### src/logic/tsr_map.vh
/*
 * Constants for the top-system register target: bus address,
 * register offsets, reset values and flag bit positions.
 * Assumes it is included by bare name from the logic/ files.
 */
`ifndef TSR_MAP_VH
`define TSR_MAP_VH

// 7-bit bus address of the target
`define TSR_TARGET_ADDR 7'h6b

// Register offsets
`define TSR_ADR_CHIP_IDENTIFIER 8'h00
`define TSR_ADR_SI_REV 8'h01
`define TSR_ADR_TRIM_REV 8'h02
`define TSR_ADR_FLAGS 8'h03
`define TSR_ADR_MASK 8'h04
`define TSR_ADR_CTRL 8'h05
`define TSR_ADR_BUS_CFG 8'h40
`define TSR_ADR_SOFT_RST 8'h50
`define TSR_ADR_SHIP 8'h51

// Reset values
`define TSR_RST_FLAGS 4'h0
`define TSR_RST_MASK 8'hfe
`define TSR_RST_CTRL 8'h01
`define TSR_RST_BUS_CFG 8'h00
`define TSR_RST_SOFT_RST 8'h00
`define TSR_RST_SHIP 8'h00

// Writable bits of the monitor control register
`define TSR_CTRL_WR_MASK 8'h7f

// Flag bit positions in the event and mask registers
`define TSR_BIT_OVERHEAT 6
`define TSR_BIT_OVERVOLT 5
`define TSR_BIT_UNDERVOLT 4
`define TSR_BIT_PWRUP 0

`endif

### src/logic/tsr_i2c_top_regs.v
/*
 * Bus target for the top-system registers: address match, byte
 * acknowledge, pointer-addressed writes and reads, continuous
 * reads, fault event flags and the two reset classes.
 * Assumes synchronous pins, an open-drain data line resolved
 * outside, and fault levels already debounced.
 */
`timescale 1ns/10ps
`include "tsr_map.vh"

module tsr_i2c_top_regs #(
    parameter [7:0] CHIP_IDENTIFIER_VALUE = 8'h5a, // Arbitrary value
    parameter [3:0] VERSION_VALUE = 4'h0,
    parameter [3:0] PASS_VALUE = 4'h9, // Arbitrary value
    parameter [3:0] TRIM_REV_VALUE = 4'h0
) (
    // Clock and reset
    input wire ref_clk_i,
    input wire rst_i,
    // Bus pins
    input wire scl_i,
    input wire sda_i,
    output wire sda_o,
    output wire sda_oe_o,
    // Supply and fault monitors
    input wire supply_below_logic_i,
    input wire supply_undervolt_i,
    input wire supply_overvolt_i,
    input wire die_overheat_i,
    input wire powerup_fail_i,
    // Register outputs
    output wire [7:0] monitor_ctrl_o,
    output wire [7:0] bus_cfg_o,
    output wire [7:0] ship_ctrl_o,
    // Reset and event status
    output wire soft_reset_o,
    output wire fault_reset_o,
    output wire event_pending_o
);

////////////////////////////////////////////////////////////////////////
// States and declarations

localparam [2:0] ST_IDLE = 3'd0;
localparam [2:0] ST_RX_BYTE = 3'd1;
localparam [2:0] ST_RX_ACK = 3'd2;
localparam [2:0] ST_TX_BYTE = 3'd3;
localparam [2:0] ST_TX_ACK = 3'd4;
localparam [2:0] ST_WAIT_STOP = 3'd5;

// Byte position within a transfer
localparam [1:0] BY_ADDR = 2'd0;
localparam [1:0] BY_PTR = 2'd1;
localparam [1:0] BY_DATA = 2'd2;

reg [2:0] state_ff;
reg [3:0] bit_cnt_ff;
reg [1:0] byte_idx_ff;
reg [7:0] shift_ff;
reg [7:0] tx_ff;
reg [7:0] ptr_ff;
reg ptr_set_ff;
reg rw_ff;
reg oe_ff;
reg wr_stb_ff;
reg [7:0] wr_addr_ff;
reg [7:0] wr_data_ff;

reg [7:0] mask_ff;
reg [7:0] ctrl_ff;
reg [7:0] bus_cfg_ff;
reg [7:0] soft_rst_ff;
reg [7:0] ship_ff;
reg pending_ff;

reg [7:0] rd_data;
wire start_c;
wire stop_c;
wire scl_rise;
wire scl_fall;
wire s_rst;
wire o_rst;
wire tx_load;
wire rd_clr;
wire [3:0] flags;
wire [7:0] flags_byte;
wire [7:0] mask_used;
wire addr_hit;

////////////////////////////////////////////////////////////////////////
// Reset classes

// Supply-loss class also covers the system reset
assign s_rst = rst_i | supply_below_logic_i;

// Fault class: supply loss, lockouts, overheat or soft reset
assign o_rst = s_rst | supply_undervolt_i | supply_overvolt_i
             | die_overheat_i | soft_reset_o;

////////////////////////////////////////////////////////////////////////
// Bus conditions and fault flags

tsr_bus_cond u_bus_cond (
    .ref_clk_i(ref_clk_i),
    .rst_i(s_rst),
    .scl_i(scl_i),
    .sda_i(sda_i),
    .start_o(start_c),
    .stop_o(stop_c),
    .scl_rise_o(scl_rise),
    .scl_fall_o(scl_fall)
);

// Flags are supply-loss class, so they survive the fault they report
tsr_fault_events #(
    .WIDTH(4)
) u_fault_events (
    .ref_clk_i(ref_clk_i),
    .rst_i(s_rst),
    .fault_i({die_overheat_i, supply_overvolt_i,
              supply_undervolt_i, powerup_fail_i}),
    .clear_i(rd_clr),
    .flags_o(flags)
);

// Flag byte in register layout, spare bits read zero
assign flags_byte = {1'b0, flags[3], flags[2], flags[1],
                     3'b000, flags[0]};

////////////////////////////////////////////////////////////////////////
// Read multiplexer

// Unmapped offsets read zero so continuous reads can run past the map
always @* begin
    case (ptr_ff)
        `TSR_ADR_CHIP_IDENTIFIER: rd_data = CHIP_IDENTIFIER_VALUE;
        `TSR_ADR_SI_REV: rd_data = {VERSION_VALUE, PASS_VALUE};
        `TSR_ADR_TRIM_REV: rd_data = {4'h0, TRIM_REV_VALUE};
        `TSR_ADR_FLAGS: rd_data = flags_byte;
        `TSR_ADR_MASK: rd_data = mask_ff;
        `TSR_ADR_CTRL: rd_data = ctrl_ff;
        `TSR_ADR_BUS_CFG: rd_data = bus_cfg_ff;
        `TSR_ADR_SOFT_RST: rd_data = soft_rst_ff;
        `TSR_ADR_SHIP: rd_data = ship_ff;
        default: rd_data = 8'h00;
    endcase
end

// A transmit byte is loaded at the clock fall ending an ack slot
assign tx_load = scl_fall & ((state_ff == ST_RX_ACK & rw_ff)
               | state_ff == ST_TX_ACK);

// Reading the flag register clears it at the load edge
assign rd_clr = tx_load & (ptr_ff == `TSR_ADR_FLAGS);

// Address byte matches our bus address
assign addr_hit = (shift_ff[7:1] == `TSR_TARGET_ADDR);

////////////////////////////////////////////////////////////////////////
// Bus target state machine

// Stop and start override any state; no byte count limit exists
always @(posedge ref_clk_i) begin
    if (s_rst) begin
        state_ff <= ST_IDLE;
        bit_cnt_ff <= 4'h0;
        byte_idx_ff <= BY_ADDR;
        shift_ff <= 8'h00;
        tx_ff <= 8'h00;
        ptr_ff <= 8'h00;
        ptr_set_ff <= 1'b0;
        rw_ff <= 1'b0;
        oe_ff <= 1'b0;
        wr_stb_ff <= 1'b0;
        wr_addr_ff <= 8'h00;
        wr_data_ff <= 8'h00;
    end else begin
        wr_stb_ff <= 1'b0;
        if (stop_c) begin
            state_ff <= ST_IDLE;
            oe_ff <= 1'b0;
            ptr_set_ff <= 1'b0;
        end else if (start_c) begin
            // Repeated start keeps a pointer set earlier
            state_ff <= ST_RX_BYTE;
            bit_cnt_ff <= 4'h0;
            byte_idx_ff <= BY_ADDR;
            oe_ff <= 1'b0;
        end else begin
            case (state_ff)
                ST_RX_BYTE: begin
                    if (scl_rise) begin
                        shift_ff <= {shift_ff[6:0], sda_i};
                        bit_cnt_ff <= bit_cnt_ff + 4'h1;
                    end else if (scl_fall && bit_cnt_ff == 4'h8) begin
                        bit_cnt_ff <= 4'h0;
                        if (byte_idx_ff == BY_ADDR) begin
                            if (addr_hit) begin
                                rw_ff <= shift_ff[0];
                                oe_ff <= 1'b1;
                                state_ff <= ST_RX_ACK;
                                byte_idx_ff <= BY_PTR;
                                if (shift_ff[0] && !ptr_set_ff) begin
                                    ptr_ff <= `TSR_ADR_CHIP_IDENTIFIER;
                                end
                            end else begin
                                state_ff <= ST_WAIT_STOP;
                            end
                        end else if (byte_idx_ff == BY_PTR) begin
                            ptr_ff <= shift_ff;
                            ptr_set_ff <= 1'b1;
                            oe_ff <= 1'b1;
                            state_ff <= ST_RX_ACK;
                            byte_idx_ff <= BY_DATA;
                        end else begin
                            wr_stb_ff <= 1'b1;
                            wr_addr_ff <= ptr_ff;
                            wr_data_ff <= shift_ff;
                            ptr_ff <= ptr_ff + 8'h01;
                            oe_ff <= 1'b1;
                            state_ff <= ST_RX_ACK;
                        end
                    end
                end
                ST_RX_ACK: begin
                    // Low held over the whole ack clock high phase
                    if (tx_load) begin
                        tx_ff <= rd_data;
                        oe_ff <= ~rd_data[7];
                        ptr_ff <= ptr_ff + 8'h01;
                        bit_cnt_ff <= 4'h0;
                        state_ff <= ST_TX_BYTE;
                    end else if (scl_fall) begin
                        oe_ff <= 1'b0;
                        state_ff <= ST_RX_BYTE;
                    end
                end
                ST_TX_BYTE: begin
                    // Data changes only after the clock falls
                    if (scl_fall) begin
                        if (bit_cnt_ff == 4'h7) begin
                            oe_ff <= 1'b0;
                            state_ff <= ST_TX_ACK;
                        end else begin
                            tx_ff <= {tx_ff[6:0], 1'b0};
                            oe_ff <= ~tx_ff[6];
                            bit_cnt_ff <= bit_cnt_ff + 4'h1;
                        end
                    end
                end
                ST_TX_ACK: begin
                    // Controller's ack is sampled at the clock rise
                    if (scl_rise && sda_i) begin
                        state_ff <= ST_WAIT_STOP;
                    end else if (tx_load) begin
                        tx_ff <= rd_data;
                        oe_ff <= ~rd_data[7];
                        ptr_ff <= ptr_ff + 8'h01;
                        bit_cnt_ff <= 4'h0;
                        state_ff <= ST_TX_BYTE;
                    end
                end
                ST_WAIT_STOP: begin
                    oe_ff <= 1'b0;
                end
                default: begin
                    state_ff <= ST_IDLE;
                    oe_ff <= 1'b0;
                end
            endcase
        end
    end
end

////////////////////////////////////////////////////////////////////////
// Writable registers, fault reset class

// Read-only and read-clear offsets ignore writes
always @(posedge ref_clk_i) begin
    if (o_rst) begin
        mask_ff <= `TSR_RST_MASK;
        ctrl_ff <= `TSR_RST_CTRL;
        bus_cfg_ff <= `TSR_RST_BUS_CFG;
        soft_rst_ff <= `TSR_RST_SOFT_RST;
        ship_ff <= `TSR_RST_SHIP;
    end else if (wr_stb_ff) begin
        case (wr_addr_ff)
            `TSR_ADR_MASK: mask_ff <= wr_data_ff;
            `TSR_ADR_CTRL: ctrl_ff <= wr_data_ff & `TSR_CTRL_WR_MASK;
            `TSR_ADR_BUS_CFG: bus_cfg_ff <= wr_data_ff;
            `TSR_ADR_SOFT_RST: soft_rst_ff <= wr_data_ff;
            `TSR_ADR_SHIP: ship_ff <= wr_data_ff;
            default: ship_ff <= ship_ff;
        endcase
    end
end

////////////////////////////////////////////////////////////////////////
// Masked event summary

// Mask bit 1 hides the matching flag
assign mask_used = {1'b0, mask_ff[`TSR_BIT_OVERHEAT],
                    mask_ff[`TSR_BIT_OVERVOLT],
                    mask_ff[`TSR_BIT_UNDERVOLT],
                    3'b000, mask_ff[`TSR_BIT_PWRUP]};

always @(posedge ref_clk_i) begin
    if (s_rst) begin
        pending_ff <= 1'b0;
    end else begin
        pending_ff <= |(flags_byte & ~mask_used);
    end
end

////////////////////////////////////////////////////////////////////////
// Outputs

// Open drain: only ever pulls low
assign sda_o = 1'b0;
assign sda_oe_o = oe_ff;
assign monitor_ctrl_o = ctrl_ff;
assign bus_cfg_o = bus_cfg_ff;
assign ship_ctrl_o = ship_ff;
// Nonzero write resets its own register, so this lasts one cycle
assign soft_reset_o = |soft_rst_ff;
assign fault_reset_o = o_rst;
assign event_pending_o = pending_ff;

endmodule // tsr_i2c_top_regs

### src/logic/tsr_bus_cond.v
/*
 * Bus condition detector: start, stop and clock edges from the
 * sampled clock and data pins.
 * Assumes scl_i and sda_i are already synchronous to ref_clk_i.
 */
`timescale 1ns/10ps

module tsr_bus_cond (
    // Clock and reset
    input wire ref_clk_i,
    input wire rst_i,
    // Bus pins
    input wire scl_i,
    input wire sda_i,
    // Conditions, one-cycle pulses
    output wire start_o,
    output wire stop_o,
    output wire scl_rise_o,
    output wire scl_fall_o
);

reg scl_ff;
reg sda_ff;

////////////////////////////////////////////////////////////////////////
// Previous pin levels; idle bus is high
always @(posedge ref_clk_i) begin
    if (rst_i) begin
        scl_ff <= 1'b1;
        sda_ff <= 1'b1;
    end else begin
        scl_ff <= scl_i;
        sda_ff <= sda_i;
    end
end

// Data edges while clock stays high are bus conditions
assign start_o = scl_ff & scl_i & sda_ff & ~sda_i;
assign stop_o = scl_ff & scl_i & ~sda_ff & sda_i;
assign scl_rise_o = ~scl_ff & scl_i;
assign scl_fall_o = scl_ff & ~scl_i;

endmodule // tsr_bus_cond

### src/logic/tsr_fault_events.v
/*
 * Sticky fault event flags, set on entry into each fault level.
 * Assumes fault levels are synchronous and clear_i is a pulse.
 */
`timescale 1ns/10ps

module tsr_fault_events #(
    parameter WIDTH = 4
) (
    // Clock and reset
    input wire ref_clk_i,
    input wire rst_i,
    // Fault levels and clear
    input wire [WIDTH-1:0] fault_i,
    input wire clear_i,
    // Sticky flags
    output wire [WIDTH-1:0] flags_o
);

reg [WIDTH-1:0] level_ff;
reg [WIDTH-1:0] flags_ff;
wire [WIDTH-1:0] entry;

// Only the entry edge counts, a held fault sets once
assign entry = fault_i & ~level_ff;

////////////////////////////////////////////////////////////////////////
// Set wins over a clear in the same cycle so no event is lost
always @(posedge ref_clk_i) begin
    if (rst_i) begin
        level_ff <= {WIDTH{1'b0}};
        flags_ff <= {WIDTH{1'b0}};
    end else begin
        level_ff <= fault_i;
        flags_ff <= (clear_i ? {WIDTH{1'b0}} : flags_ff) | entry;
    end
end

assign flags_o = flags_ff;

endmodule // tsr_fault_events

### config.mk
export PLATFORM = sky130hd
export DESIGN_NAME = tsr_i2c_top_regs
export DESIGN_NICKNAME = d
export VERILOG_FILES = /design/src/logic/tsr_i2c_top_regs.v /design/src/logic/tsr_bus_cond.v /design/src/logic/tsr_fault_events.v
export VERILOG_INCLUDE_DIRS = /design/src /design/src/logic
export SDC_FILE = /design/constraint.sdc
export NUM_CORES = 1
export LEC_CHECK = 0
export ABC_AREA = 1
export BUFFER_PORTS_ARGS = -buffer_cell sky130_fd_sc_hd__buf_2
export CORE_MARGIN = 2
export CORE_UTILIZATION = 65
export DETAILED_ROUTE_END_ITERATION = 16
export PLACE_DENSITY = 0.85
export SYNTH_ARGS = -nofsm -noshare
export SYNTH_HDL_FRONTEND = slang
export SYNTH_SLANG_ARGS = --single-unit
### constraint.sdc
create_clock -name ref_clk_i -period 3.7 [get_ports ref_clk_i]
set_input_delay 0.37 -clock ref_clk_i [delete_from_list [all_inputs] [get_ports ref_clk_i]]
set_output_delay 0.37 -clock ref_clk_i [all_outputs]
set_load 0.05 [all_outputs]
==> results_dict.tcl <==
set metrics [dict create \
    clk_path_buf_depth 2 \
    p_total_uw 1980 \
    via_per_inst 5.65 \
    cts_resized 0 \
    cts_buffers 9 \
    grt_pass1_wl_mm 20.5 \
    hpwl_mm 9.55 \
    max_freq_mhz 430 \
    final_cell_area_mm2 0.00555 \
    grt_max_degree 41 \
    drc 0 \
    core_area_mm2 0.00773 \
    gp_congestion 0.988 \
    avgSynthCellArea_um2 6.91 \
    initial_core_util_pct 67.2 \
    first_pass_iters 6 \
    reg2reg_depth 9 \
    reg2reg_slack_ns 1.69 \
    postRouteAntennaNets 0 \
    drv_cap 0 \
    cts_hold_buf 0 \
    clkLatencyLatePin_ns 0.37 \
    synth_ff_type "dfxtp_1" \
    hold_viol 0 \
    min_period_over_period_pct 62.8 \
    dr_total_vias 4986 \
    cp.required_ns 3.33 \
    leakagePower_uw 0.00244 \
    pwr-share-comb_pct 7.8 \
    path_common_cell "buf_2" \
    root_buffer "clkbuf_8" \
    worstPathCellList "buf_2 -> or2_1 -> nor4_2 -> nand3_1 -> buf_2" \
    async_reset_ff_share_pct 0 \
    hold_ws_ns 0.226 \
    die_h_um 93.4 \
    seqPwrFrac_pct 56.5 \
    critPathLaunchType "input pin" \
    num-nets-final 789 \
    path_class "in2out" \
    synthTopCellsByCount "nand2_1, nor2_1, dfxtp_1" \
    crit_path_max_incr_delay_ns 0.52 \
    setup-violations-final 0 \
    io_pins 38 \
    relSlewSlack_pct 32.9 \
    post_cts_buffers 0 \
    wire_per_inst_um 14.4 \
    r2r_start "state_ff[1]" \
    cts.reportedPaths.clkPinSlew_ns 0.10 \
    yosysWarnings 0 \
    ys_seq_area_share_pct 39.3 \
    grt_pass1_vias 4337 \
    die_w_um 93.4 \
    hold_depth 3 \
    ys_seq_elements 102 \
    p_int_uw 1470 \
    r2r-end "bit_cnt_ff[0]" \
    drt_iter0_markers 281 \
    synth_top_area_share_pct 39.3 \
    critPathBufInv 2 \
    antenna_found_initial 0 \
    synth_top_cells_by_area "dfxtp_1, nand2_1, nor2_1, inv_1, a21oi_1" \
    worst_ir_drop_vdd_uv 226 \
    grt_util_all_layers_pct 29.7 \
    ys_types 42 \
    numPortBuffers 35 \
    numClockSinks 102 \
    hp-start "powerup_fail_i" \
    crit_family "simple AND/OR/NAND/NOR gates" \
    fin_crit_ns 2.33 \
    cp-end-kind "output port" \
    htree_levels 3 \
    synthMostInstantiatedCell "nand2_1" \
    rsz0062_at_grt "false" \
    holdPathEnd "u_fault_events.level_ff[0]" \
    syn_to_final_growth_pct 6.94 \
    synth-edff-count 0 \
    synth.largest_area_cell "dfxtp_1" \
    place_area_mm2 0.00535 \
    synth_area_mm2 0.00519 \
    grt-ovfl-total 0 \
    antennaDiodeCount 0 \
    clock_power_share_pct 35.7 \
    min_path_type "in2reg" \
    routed_wl_mm 12.7 \
    critPathMaxFanout 22 \
    die_area_mm2 0.00872 \
    synth_cells 751 \
    power_density_mw_per_mm2 357 \
    fin_skew_ns 0.0145 \
    drive_gt1_share_pct 12.8 \
    status "completed" \
    cts_tree "done" \
    maxSlewViolCount 0 \
    p_switching_uw 510 \
    rows 32 \
    worstMarginPinSlew_ns 1.01 \
    swShare_pct 25.8 \
    cp_slowest_cell "or2_1" \
    setup_tns_ns 0 \
    arrival_ns 1.96 \
]
[cell type report]
| type | instances | area [µm²] |
|---|---|---|
| timing repair buffer | 37 | 190 |
| clock inverter | 6 | 70.1 |
| fill | 686 | 2180 |
| multi-input combinational | 525 | 2620 |
| clock buffer | 10 | 128 |
| tap | 102 | 128 |
| inverter | 100 | 377 |
| sequential | 102 | 2040 |
[power by group through the flow]
stage	clock [µW]	sequential [µW]	combinational [µW]
floorplan	0	1140	123
global placement	0	1140	148
detailed placement	0	1140	152
CTS	714	1120	153
global route	755	1120	174
finish	707	1120	155
[worst max-delay path by stage]
stage / start / to / depth (start not counted)
after floorplan: supply_below_logic_i / fault_reset_o / 4
after global placement: supply_below_logic_i / ptr_set_ff / 5
after detailed placement: supply_below_logic_i / ptr_set_ff / 5
after CTS: supply_below_logic_i / fault_reset_o / 5
after global routing: supply_below_logic_i / fault_reset_o / 5
final: supply_below_logic_i / fault_reset_o / 5
[stage by stage]
step | util, % | instances | worst slack, ns
after detailed placement | 69.3 | 866 | 1.21
after floorplan | - | 752 | 2.03
after global routing | 71.8 | 882 | 1.29
final | 71.8 | 882 | 1.37
after CTS | 71.8 | 882 | 1.41
after global placement | 69.3 | 866 | 1.33
[worst reg2reg max path: stages (launching register included)]
cell and delay [ns]:
dfxtp_1 0.57, nand3_2 0.37, or2_1 0.45, nand3_2 0.14, nand2_2 0.08, nand2_4 0.10, inv_2 0.04, nand2_1 0.05
nand2_1 0.05, nor2_1 0.11
[cells by family (layout without fill, tap and decap cells)]
kind of cell / after synthesis / after routing / share of synthesized area, %
flops: 102 / 102 / 39.3
buf+inv: 125 / 153 / 10.3
fa+ha+maj: 5 / 5 / 1.21
compound gates: 145 / 145 / 15.7
simple gates: 369 / 369 / 32.7
xor+xnor: 4 / 4 / 0.675
other cells: 1 / 2 / 0.0722
[cell usage in the layout, fill, tap and decap left out, drive strengths merged]
master / netlist / layout
ha: 5 / 5
nor2: 132 / 132
o31ai: 1 / 1
o21a: 7 / 7
a21oi: 55 / 55
nand4: 9 / 9
clkbuf: 6 / 10
dfxtp: 102 / 102
and2: 1 / 1
or2: 5 / 5
o22ai: 5 / 5
nor3: 14 / 14
clkinvlp: 0 / 3
conb: 1 / 2
bufinv: 0 / 1
nor3b: 1 / 1
o21ai: 54 / 54
nand3: 55 / 55
nor4: 4 / 4
inv: 99 / 100
a211oi: 17 / 17
buf: 19 / 37
xor2: 4 / 4
nand2: 148 / 148
o211ai: 6 / 6
clkinv: 1 / 2
[state kept, by name, indices dropped and copies added (netlist names), 3 cells and up]
| signal | cells |
|---|---|
| bus_cfg_o | 8 |
| shift_ff | 8 |
| wr_data_ff | 8 |
| u_fault_events.level_ff | 4 |
| wr_addr_ff | 8 |
| tx_ff | 7 |
| bit_cnt_ff | 4 |
| ptr_ff | 8 |
| monitor_ctrl_o | 7 |
| state_ff | 3 |
| soft_rst_ff | 8 |
| u_fault_events.flags_o | 4 |
| mask_ff | 8 |
| ship_ctrl_o | 8 |
[per-layer routing]
layer,global-route usage (%),vias to the layer above,wire [µm]
met1,39.7,2260,5440
met5,0,-,0
met3,3.30,26,999
met4,10.2,0,260
met2,50.1,211,6020
li1,-,2489,-
(Power assumes the default switching activity.)
